`config.mk`:
```
export PLATFORM = sky130hd
export DESIGN_NAME = dkc_ctrl
export DESIGN_NICKNAME = d
export VERILOG_FILES = /design/src/inc/dkc_pkg.sv /design/src/verilog/dkc_ctrl.sv /design/src/verilog/dkc_sync.sv
export SDC_FILE = /design/constraint.sdc
export NUM_CORES = 1
export LEC_CHECK = 0
export BUFFER_PORTS_ARGS = -buffer_cell sky130_fd_sc_hd__buf_2
export CAP_MARGIN = 10
export CORE_MARGIN = 5
export CORE_UTILIZATION = 56
export CTS_CLUSTER_SIZE = 40
export DETAILED_ROUTE_END_ITERATION = 8
export HOLD_SLACK_MARGIN = 0.15
export PLACE_DENSITY = 0.79
export SLEW_MARGIN = 10
export SYNTH_ARGS = -nofsm -noshare
export SYNTH_HDL_FRONTEND = slang
export SYNTH_HIERARCHICAL = 1
export SYNTH_SLANG_ARGS = --single-unit
```
`constraint.sdc`:
```
create_clock -name clk_i -period 2.8 [get_ports clk_i]
set_input_delay 0.28 -clock clk_i [delete_from_list [all_inputs] [get_ports clk_i]]
set_output_delay 0.28 -clock clk_i [all_outputs]
set_load 0.01 [all_outputs]
```
`src/inc/dkc_pkg.sv`:
```
// Package of constants and carrier types for the 4K x 1 dynamic RAM controller
//
// Behaviour
// - Every row is refreshed at intervals no longer than 2 ms.
// - Refresh walks all 64 values of the six low address bits.
// - Address settles before strobe rises and holds at least 50 ns after.
// - In refresh, row and column address stay stable through the hold interval.
// - Write strobe low before strobe rise means data valid at strobe rise.
// - Read-modify-write keeps write strobe high until output delay has passed.
// - Write strobe low at least 180 ns before strobe falls in writes.
// - Each write strobe low pulse lasts at least 70 ns.
// - Active-low chip select gates the data path of one shared device.
package dkc_pkg;

   // ****************************************************************
   // Geometry
   // ****************************************************************
   localparam int ADDR_W     = 12;
   localparam int WORDS      = 4096;
   localparam int REF_BITS   = 6;
   localparam int REF_ROWS   = 64;

   // ****************************************************************
   // Timing in ns, refresh period in ms, slowest grade, and clock rate
   // ****************************************************************
   localparam int CLK_NS           = 100;
   localparam int ADDR_HOLD_NS     = 50;
   localparam int STROBE_OUT_NS    = 280;
   localparam int ACCESS_NS        = 300;
   localparam int STROBE_ON_NS     = 300;
   localparam int RMW_ON_NS        = 480;
   localparam int STROBE_OFF_NS    = 130;
   localparam int WR_TO_OFF_NS     = 180;
   localparam int WR_PULSE_NS      = 70;
   localparam int REF_PERIOD_MS    = 2;

   // Least times round up, longest times round down
   localparam int ADDR_HOLD_CYC  = (ADDR_HOLD_NS + CLK_NS - 1) / CLK_NS;
   localparam int ACCESS_CYC     = (ACCESS_NS + CLK_NS - 1) / CLK_NS;
   localparam int STROBE_ON_CYC  = (STROBE_ON_NS + CLK_NS - 1) / CLK_NS;
   localparam int RMW_ON_CYC     = (RMW_ON_NS + CLK_NS - 1) / CLK_NS;
   localparam int OFF_CYC        = (STROBE_OFF_NS + CLK_NS - 1) / CLK_NS;
   localparam int WR_TO_OFF_CYC  = (WR_TO_OFF_NS + CLK_NS - 1) / CLK_NS;
   localparam int WR_PULSE_CYC   = (WR_PULSE_NS + CLK_NS - 1) / CLK_NS;
   // Per-row spacing so 64 rows fit in the refresh period
   localparam int REF_GAP_CYC    = (REF_PERIOD_MS * 1000000 / CLK_NS) / REF_ROWS;

   // ****************************************************************
   // Operation codes and carriers
   // ****************************************************************
   typedef enum logic [1:0] {
      DKC_OP_READ  = 2'h0,
      DKC_OP_WRITE = 2'h1,
      DKC_OP_RMW   = 2'h2
   } dkc_op_t;

   typedef struct packed {
      dkc_op_t             op;
      logic [ADDR_W-1:0]   addr;
      logic                wdata;
   } dkc_req_t;

   typedef struct packed {
      logic                strobe;
      logic                sel_n;
      logic                wr_n;
      logic [ADDR_W-1:0]   addr;
      logic                din;
   } dkc_pins_t;

endpackage

```
`src/verilog/dkc_ctrl.sv`:
```
// Host-side cycle controller for a 4K x 1 dynamic RAM with refresh
module dkc_ctrl #(
   parameter int REF_GAP = dkc_pkg::REF_GAP_CYC   // Cycles between refresh rows
) (
   input  wire logic              clk_i,       // 10 MHz system clock
   input  wire logic              sys_rst_i,   // Synchronous reset, active high
   input  wire logic              req_valid_i, // Request offered
   output logic                   req_ready_o, // Request taken this cycle
   input  wire dkc_pkg::dkc_req_t req_i,       // Operation, address, write bit
   input  wire logic              rmw_data_i,  // New bit written in an RMW
   output logic                   rsp_valid_o, // One-cycle pulse: cycle ended
   output logic                   rsp_data_o,  // Read bit, registered
   output dkc_pkg::dkc_pins_t     pins_o,      // Strobe, select, write, addr, din
   input  wire logic              dout_i       // Memory data output pin
);

   // ****************************************************************
   // Elaboration check
   // ****************************************************************
   // The refresh counter is 16 bits wide, so longer gaps cannot be counted
   if (REF_GAP < 32 || REF_GAP > 65536)
      $error("REF_GAP outside the range the refresh timer can serve");

   typedef enum logic [5:0] {
      ST_IDLE = 6'h01,
      ST_SET  = 6'h02,
      ST_ON   = 6'h04,
      ST_WR   = 6'h08,
      ST_OFF  = 6'h10,
      ST_REF  = 6'h20
   } dkc_state_t;

   dkc_state_t                   state_r, state_nxt;
   dkc_pkg::dkc_req_t            req_r;
   dkc_pkg::dkc_pins_t           pins_r;
   logic [7:0]                   cnt_r;
   logic [15:0]                  ref_cnt_r;
   logic [dkc_pkg::REF_BITS-1:0] row_r;
   logic                         ref_due_r;
   logic                         ref_cyc_r;
   logic                         rsp_valid_r;
   logic                         rsp_data_r;
   logic                         dout_s;

   // Memory output is asynchronous to clk_i
   dkc_sync u_sync (
      .clk_i     (clk_i),
      .sys_rst_i (sys_rst_i),
      .d_i       (dout_i),
      .q_o       (dout_s)
   );

   // ****************************************************************
   // Decodes
   // ****************************************************************
   wire is_write   = (req_r.op == dkc_pkg::DKC_OP_WRITE);
   wire is_rmw     = (req_r.op == dkc_pkg::DKC_OP_RMW);
   wire idle       = (state_r == ST_IDLE);
   // Refresh has priority so the 2 ms bound never slips
   wire take_req   = idle && !ref_due_r && req_valid_i;
   wire start_ref  = idle && ref_due_r;
   // Reads stay on until the access time has crossed both sync flops; the
   // output floats at strobe fall, so the bit must be caught before then
   wire [7:0] rd_len = 8'(dkc_pkg::ACCESS_CYC + 2);
   wire [7:0] on_len = is_rmw   ? 8'(dkc_pkg::RMW_ON_CYC) :
                       is_write ? 8'(dkc_pkg::STROBE_ON_CYC) : rd_len;
   // Cycles left before strobe fall when the RMW write strobe drops: late
   // enough to clear the output delay, early enough for write-to-off
   wire [7:0] wr_at  = 8'(dkc_pkg::WR_TO_OFF_CYC);
   wire cnt_done   = (cnt_r == 8'h00);
   wire ref_tick   = (ref_cnt_r == 16'(REF_GAP - 1));

   assign req_ready_o = take_req;
   assign rsp_valid_o = rsp_valid_r;
   assign rsp_data_o  = rsp_data_r;
   assign pins_o      = pins_r;

   // Next state
   always_comb begin
      state_nxt = state_r;
      case (state_r)
         ST_IDLE: begin
            if (start_ref)     state_nxt = ST_SET;
            else if (take_req) state_nxt = ST_SET;
         end
         ST_SET:  state_nxt = ST_ON;
         ST_ON:   if (cnt_done) state_nxt = ST_OFF;
         ST_OFF:  if (cnt_done) state_nxt = ST_IDLE;
         default: state_nxt = ST_IDLE;
      endcase
   end

   // ****************************************************************
   // Refresh timer
   // ****************************************************************
   // refresh interval bound
   always_ff @(posedge clk_i) begin
      if (sys_rst_i) begin
         ref_cnt_r <= 16'h0000;
         ref_due_r <= 1'b0;
      end else begin
         ref_cnt_r <= ref_tick ? 16'h0000 : ref_cnt_r + 16'h0001;
         // Set wins over the clear when both land together
         if (ref_tick)        ref_due_r <= 1'b1;
         else if (start_ref)  ref_due_r <= 1'b0;
      end
   end

   // ****************************************************************
   // Cycle sequencer and pin drive
   // ****************************************************************
   always_ff @(posedge clk_i) begin
      if (sys_rst_i) begin
         state_r     <= ST_IDLE;
         req_r       <= '0;
         pins_r      <= '{strobe: 1'b0, sel_n: 1'b1, wr_n: 1'b1, addr: '0, din: 1'b0};
         cnt_r       <= 8'h00;
         row_r       <= '0;
         ref_cyc_r   <= 1'b0;
         rsp_valid_r <= 1'b0;
         rsp_data_r  <= 1'b0;
      end else begin
         state_r     <= state_nxt;
         rsp_valid_r <= 1'b0;
         case (state_r)
            ST_IDLE: begin
               if (start_ref) begin
                  pins_r.addr  <= {{(dkc_pkg::ADDR_W-dkc_pkg::REF_BITS){1'b0}}, row_r};
                  row_r        <= row_r + {{(dkc_pkg::REF_BITS-1){1'b0}}, 1'b1};
                  pins_r.sel_n <= 1'b1;
                  ref_cyc_r    <= 1'b1;
                  req_r.op     <= dkc_pkg::DKC_OP_READ;
               end else if (take_req) begin
                  pins_r.addr  <= req_i.addr;
                  pins_r.sel_n <= 1'b0;
                  pins_r.din   <= req_i.wdata;
                  ref_cyc_r    <= 1'b0;
                  req_r        <= req_i;
               end
            end
            ST_SET: begin
               // address settled one cycle before strobe rise
               pins_r.strobe <= 1'b1;
               cnt_r         <= on_len - 8'h01;
               // early write strobe for plain writes
               if (is_write && !ref_cyc_r) pins_r.wr_n <= 1'b0;
            end
            ST_ON: begin
               cnt_r <= cnt_r - 8'h01;
               // RMW read bit caught once the access time has crossed both sync flops
               if (is_rmw && (on_len - cnt_r) == 8'(dkc_pkg::ACCESS_CYC + 2)) begin
                  rsp_data_r <= dout_s;
               end
               // write strobe low long enough before strobe fall
               // pulse lasts to strobe fall, well past minimum
               if (is_rmw && cnt_r == wr_at) begin
                  pins_r.din  <= rmw_data_i;
                  pins_r.wr_n <= 1'b0;
               end
               if (cnt_done) begin
                  pins_r.strobe <= 1'b0;
                  pins_r.wr_n   <= 1'b1;
                  cnt_r         <= 8'(dkc_pkg::OFF_CYC);
                  // read sampled after access time plus sync delay
                  // Refresh cycles are deselected and must not clobber the last read bit
                  if (req_r.op == dkc_pkg::DKC_OP_READ && !ref_cyc_r) rsp_data_r <= dout_s;
                  rsp_valid_r <= !ref_cyc_r;
               end
            end
            ST_OFF: begin
               // address held through strobe off and beyond hold time
               cnt_r <= cnt_r - 8'h01;
               if (cnt_done) pins_r.sel_n <= 1'b1;
            end
            default: ;
         endcase
      end
   end

endmodule

```
`src/verilog/dkc_sync.sv`:
```
// Two-flop synchroniser for one pin input
module dkc_sync (
   input  wire logic clk_i,        // System clock
   input  wire logic sys_rst_i,    // Synchronous reset, active high
   input  wire logic d_i,          // Asynchronous pin level
   output logic      q_o           // Level in clk_i domain
);

   logic meta_r;
   logic q_r;

   // First stage feeds only the second stage
   always_ff @(posedge clk_i) begin
      if (sys_rst_i) begin
         meta_r <= 1'b0;
         q_r    <= 1'b0;
      end else begin
         meta_r <= d_i;
         q_r    <= meta_r;
      end
   end

   assign q_o = q_r;

endmodule

```
==> impl_metrics.prom <==
# TYPE chip_impl_metric gauge
chip_impl_info{name="outcome",value="finished clean"} 1
chip_impl_metric{name="number_of_flops_mapped_to_enable_cells_by_yosys",unit=""} 0
chip_impl_metric{name="detailed_place_hpwl",unit="mm"} 3.77
chip_impl_metric{name="initial_core_util",unit="%"} 59.0
chip_impl_metric{name="clock_insertion_delay_worst_skew",unit="ns"} 0.34
chip_impl_metric{name="die_height",unit="µm"} 78.4
chip_impl_metric{name="clkPwrFrac",unit="%"} 44.6
chip_impl_metric{name="nNetsFinal",unit=""} 370
chip_impl_metric{name="timing.reg2reg.worst_path_depth",unit=""} 7
chip_impl_metric{name="max_freq",unit="MHz"} 467
chip_impl_metric{name="power.switching",unit="mW"} 0.438
chip_impl_info{name="synthTopCellsByCount",value="nor2_1, dfxtp_1, nand2_1"} 1
chip_impl_metric{name="grt_pass1_wl",unit="mm"} 9.67
chip_impl_metric{name="globalRouteOverflowTotal",unit=""} 0
chip_impl_info{name="yosys.cell_count.top_type",value="nor2_1"} 1
chip_impl_metric{name="timing_max_transition_violations_final",unit=""} 0
chip_impl_info{name="worst_setup_path_end_kind",value="register"} 1
chip_impl_metric{name="power.density",unit="nW/µm²"} 618
chip_impl_metric{name="vias_in_the_first_global_route",unit=""} 2146
chip_impl_info{name="netlist.top_cell.by_area",value="dfxtp_1"} 1
chip_impl_metric{name="chipWidth",unit="µm"} 78.4
chip_impl_metric{name="grt_antenna_before_repair",unit=""} 0
chip_impl_metric{name="gp_routability_congestion",unit=""} 0.841
chip_impl_metric{name="postRouteAntennaNets",unit=""} 0
chip_impl_metric{name="finalPower",unit="mW"} 1.88
chip_impl_metric{name="power.internal",unit="mW"} 1.44
chip_impl_metric{name="clk_transition_reported_paths",unit="ns"} 0.07
chip_impl_info{name="crit_type",value="register to register"} 1
chip_impl_metric{name="clock-skew-final",unit="ns"} 0.0118
chip_impl_metric{name="areaGrowthSynthToFinish",unit="%"} 16.0
chip_impl_metric{name="timing.critical_path.required",unit="ns"} 3.09
chip_impl_metric{name="detailedRoute.firstIterationViolations",unit=""} 125
chip_impl_metric{name="n_fill_cell",unit=""} 342
chip_impl_metric{name="timing.critical_path.fanout_max",unit=""} 6
chip_impl_metric{name="drv_cap",unit=""} 0
chip_impl_metric{name="grt_max_degree",unit=""} 41
chip_impl_metric{name="postSynthNetCount",unit=""} 332
chip_impl_metric{name="numClockSinks",unit=""} 58
chip_impl_metric{name="num_antenna_cells",unit=""} 0
chip_impl_metric{name="slew_headroom",unit="%"} 47.5
chip_impl_metric{name="total_core_area",unit="µm²"} 4440
chip_impl_info{name="maxUsedRoutingLayer",value="met4"} 1
chip_impl_metric{name="synthCells",unit=""} 304
chip_impl_metric{name="route.met3.wl",unit="µm"} 273
chip_impl_metric{name="slew_at_the_pin_closest_to_its_max_slew_limit",unit="ns"} 0.784
chip_impl_metric{name="layout_worst_path_cycle_share",unit="%"} 76.5
chip_impl_metric{name="row_count",unit=""} 24
chip_impl_metric{name="cts-htree-levels",unit=""} 3
chip_impl_metric{name="ys_warn_count",unit=""} 6
chip_impl_metric{name="peakVddDrop",unit="µV"} 346
chip_impl_metric{name="grt.total_usage",unit="%"} 19.7
chip_impl_metric{name="netlist_area",unit="µm²"} 2620
chip_impl_metric{name="detailroute.via_count",unit=""} 2171
chip_impl_metric{name="detail_route.first_pass.iterations",unit=""} 4
chip_impl_metric{name="route.met2.wl",unit="mm"} 2.59
chip_impl_metric{name="synth.ff_latch_count",unit=""} 58
chip_impl_metric{name="placedCellCount",unit=""} 382
chip_impl_metric{name="pre_cts_ws",unit="ns"} 0.668
chip_impl_metric{name="swShare",unit="%"} 23.3
chip_impl_metric{name="cts_buffers",unit=""} 9
chip_impl_metric{name="wl_per_cell",unit="µm"} 13.7
chip_impl_metric{name="critPathArrivalTime",unit="ns"} 2.43
chip_impl_metric{name="totalWireLength",unit="mm"} 5.49
chip_impl_metric{name="p_leak",unit="nW"} 1.26
chip_impl_metric{name="period_needed",unit="ns"} 2.14
chip_impl_info{name="grt_setup_unrepaired",value="false"} 1
chip_impl_metric{name="cts_max_path_buffers",unit=""} 2
chip_impl_metric{name="async_flop_share",unit="%"} 0
chip_impl_metric{name="setup-violations-final",unit=""} 0
chip_impl_metric{name="finish.cell_count_without_fillers",unit=""} 399
chip_impl_metric{name="drive_above_1_share",unit="%"} 17.3
chip_impl_metric{name="drc",unit=""} 0
chip_impl_metric{name="hold-path-cell-count",unit=""} 3
chip_impl_metric{name="sequentialPowerShare",unit="%"} 46.6
chip_impl_info{name="top_cells_by_area_in_the_synthesized_netlist",value="dfxtp_1, nor2_1, xor2_1"} 1
chip_impl_metric{name="synth_largest_type_area_fraction",unit="%"} 44.3
chip_impl_metric{name="synth_cell_types",unit=""} 46
chip_impl_info{name="holdCritPathClass",value="input port to register"} 1
chip_impl_metric{name="die_area",unit="µm²"} 6150
chip_impl_metric{name="ys_seq_area_share",unit="%"} 44.3
chip_impl_metric{name="p_comb_share",unit="%"} 8.8
chip_impl_info{name="kind_of_start_point_of_the_critical_path",value="register"} 1
chip_impl_metric{name="post-route-worst-setup-slack",unit="ns"} 0.659
chip_impl_metric{name="routedLengthMet1",unit="mm"} 2.53
chip_impl_info{name="tritoncts",value="built"} 1
chip_impl_metric{name="synth.avg_cell_area",unit="µm²"} 8.62
chip_impl_metric{name="hold_viol_final",unit=""} 0
chip_impl_info{name="cts.root.buffer_cell",value="clkbuf_8"} 1
chip_impl_metric{name="route.detailed.vias_per_inst",unit=""} 5.44
chip_impl_metric{name="timing.setup.tns",unit="ns"} 0
chip_impl_metric{name="num_io_pins",unit=""} 39
chip_impl_info{name="synth_top_flop_cell",value="dfxtp_1"} 1
chip_impl_metric{name="io_buffer_count",unit=""} 38
[area by class of cell]
cell class	instances	area, µm²	share of cell area, %
Sequential cell	58	1160	38.2
Inverter	10	38.8	1.28
Timing Repair Buffer	39	200	6.58
Clock inverter	6	80.1	2.63
Tap cell	52	65.1	2.14
Multi-Input combinational cell	224	1360	44.7
Clock buffer	10	138	4.52
[per-stage QoR]
stage / utilization [%] / instance area (µm²) / hold WS (ns)
final: 68.4 / 3040 / 0.188
after detailed placement: 63.3 / 2810 / 0.437
after floorplan: - / 2620 / 0.352
after CTS: 68.4 / 3040 / 0.179
after global placement: 63.3 / 2810 / 0.421
after global routing: 68.4 / 3040 / 0.186
[path summary, 6_finish.rpt]
kind	from	endpoint	slack (ns)
setup reg to reg	req_r[14]$_SDFFE_PP0P_	rsp_data_o$_SDFFE_PP0P_	0.66
setup / recovery	req_r[14]$_SDFFE_PP0P_	rsp_data_o$_SDFFE_PP0P_	0.66
hold / removal	req_i[13]	req_r[13]$_SDFFE_PP0P_	0.19
hold reg to reg	u_sync/meta_r$_SDFF_PP0_	u_sync/q_o$_SDFF_PP0_	0.45
[routing by layer]
layer  track usage (%)  vias to the layer above
li1                  -                     1125
met4              9.27                        0
met1              23.8                      994
met5                 0                        -
met3              5.84                       10
met2              32.1                       42
[power by group through the flow]
stage	sequential (mW)	combinational (mW)	clock [mW]
2_1_floorplan	0.897	0.107	0
3_3_place_gp	0.894	0.159	0
3_5_place_dp	0.894	0.164	0
4_1_cts	0.876	0.165	0.858
5_1_grt	0.880	0.185	0.910
6_report	0.876	0.165	0.839
[logic make-up (layout without fill, tap and decap cells)]
group | after synthesis | in the layout | share of synthesized area (%)
xor gates and xnor gates | 25 | 25 | 8.35
DFF | 58 | 58 | 44.3
adders and majority gates | 8 | 8 | 4.10
muxes | 1 | 1 | 0.382
and+or+nand+nor | 149 | 149 | 28.1
buffers and inverters | 22 | 65 | 3.87
AOI/OAI and AO/OA | 41 | 41 | 10.9
[repair_timing]
action / in CTS / in global routing
endpoints found under the hold margin: 1 / 0
hold buffers: 1 / 0
setup buffers: 0 / 0
resized for setup: 0 / 0
[worst max-delay path, stage by stage (launching register included)]
cell and delay [ns]:
dfxtp_1 0.38, nand2b_1 0.26, ha_1 0.23, fa_1 0.42, nor3b_1 0.19, o2111ai_1 0.16
or3_1 0.37, nand4_1 0.08
[registers in the layout, summed over array words and instances (netlist names), 2 cells and up]
register,flops
pins_o,16
ref_cnt_r,16
cnt_r,8
row_r,6
state_r,4
req_r,2
[placed cells by master, fill, tap and decap left out, drive strengths merged, types with 2 or more instances in the layout]
master,Yosys,layout
a311oi,5,5
ha,7,7
or3,2,2
inv,9,9
buf,7,38
clkbuf,5,10
o21ai,3,3
nor4b,3,3
nand4,12,12
nor3,6,6
xnor2,6,6
nor2,62,62
xor2,19,19
a21oi,11,11
nand3,9,9
and2,3,3
nor2b,8,8
a31oi,2,2
nor4,4,4
a22oi,11,11
clkinv,1,5
nand2b,4,4
nand2,26,26
bufinv,0,2
and3,4,4
dfxtp,58,58
Note: power is estimated with default switching activity, not from simulation.
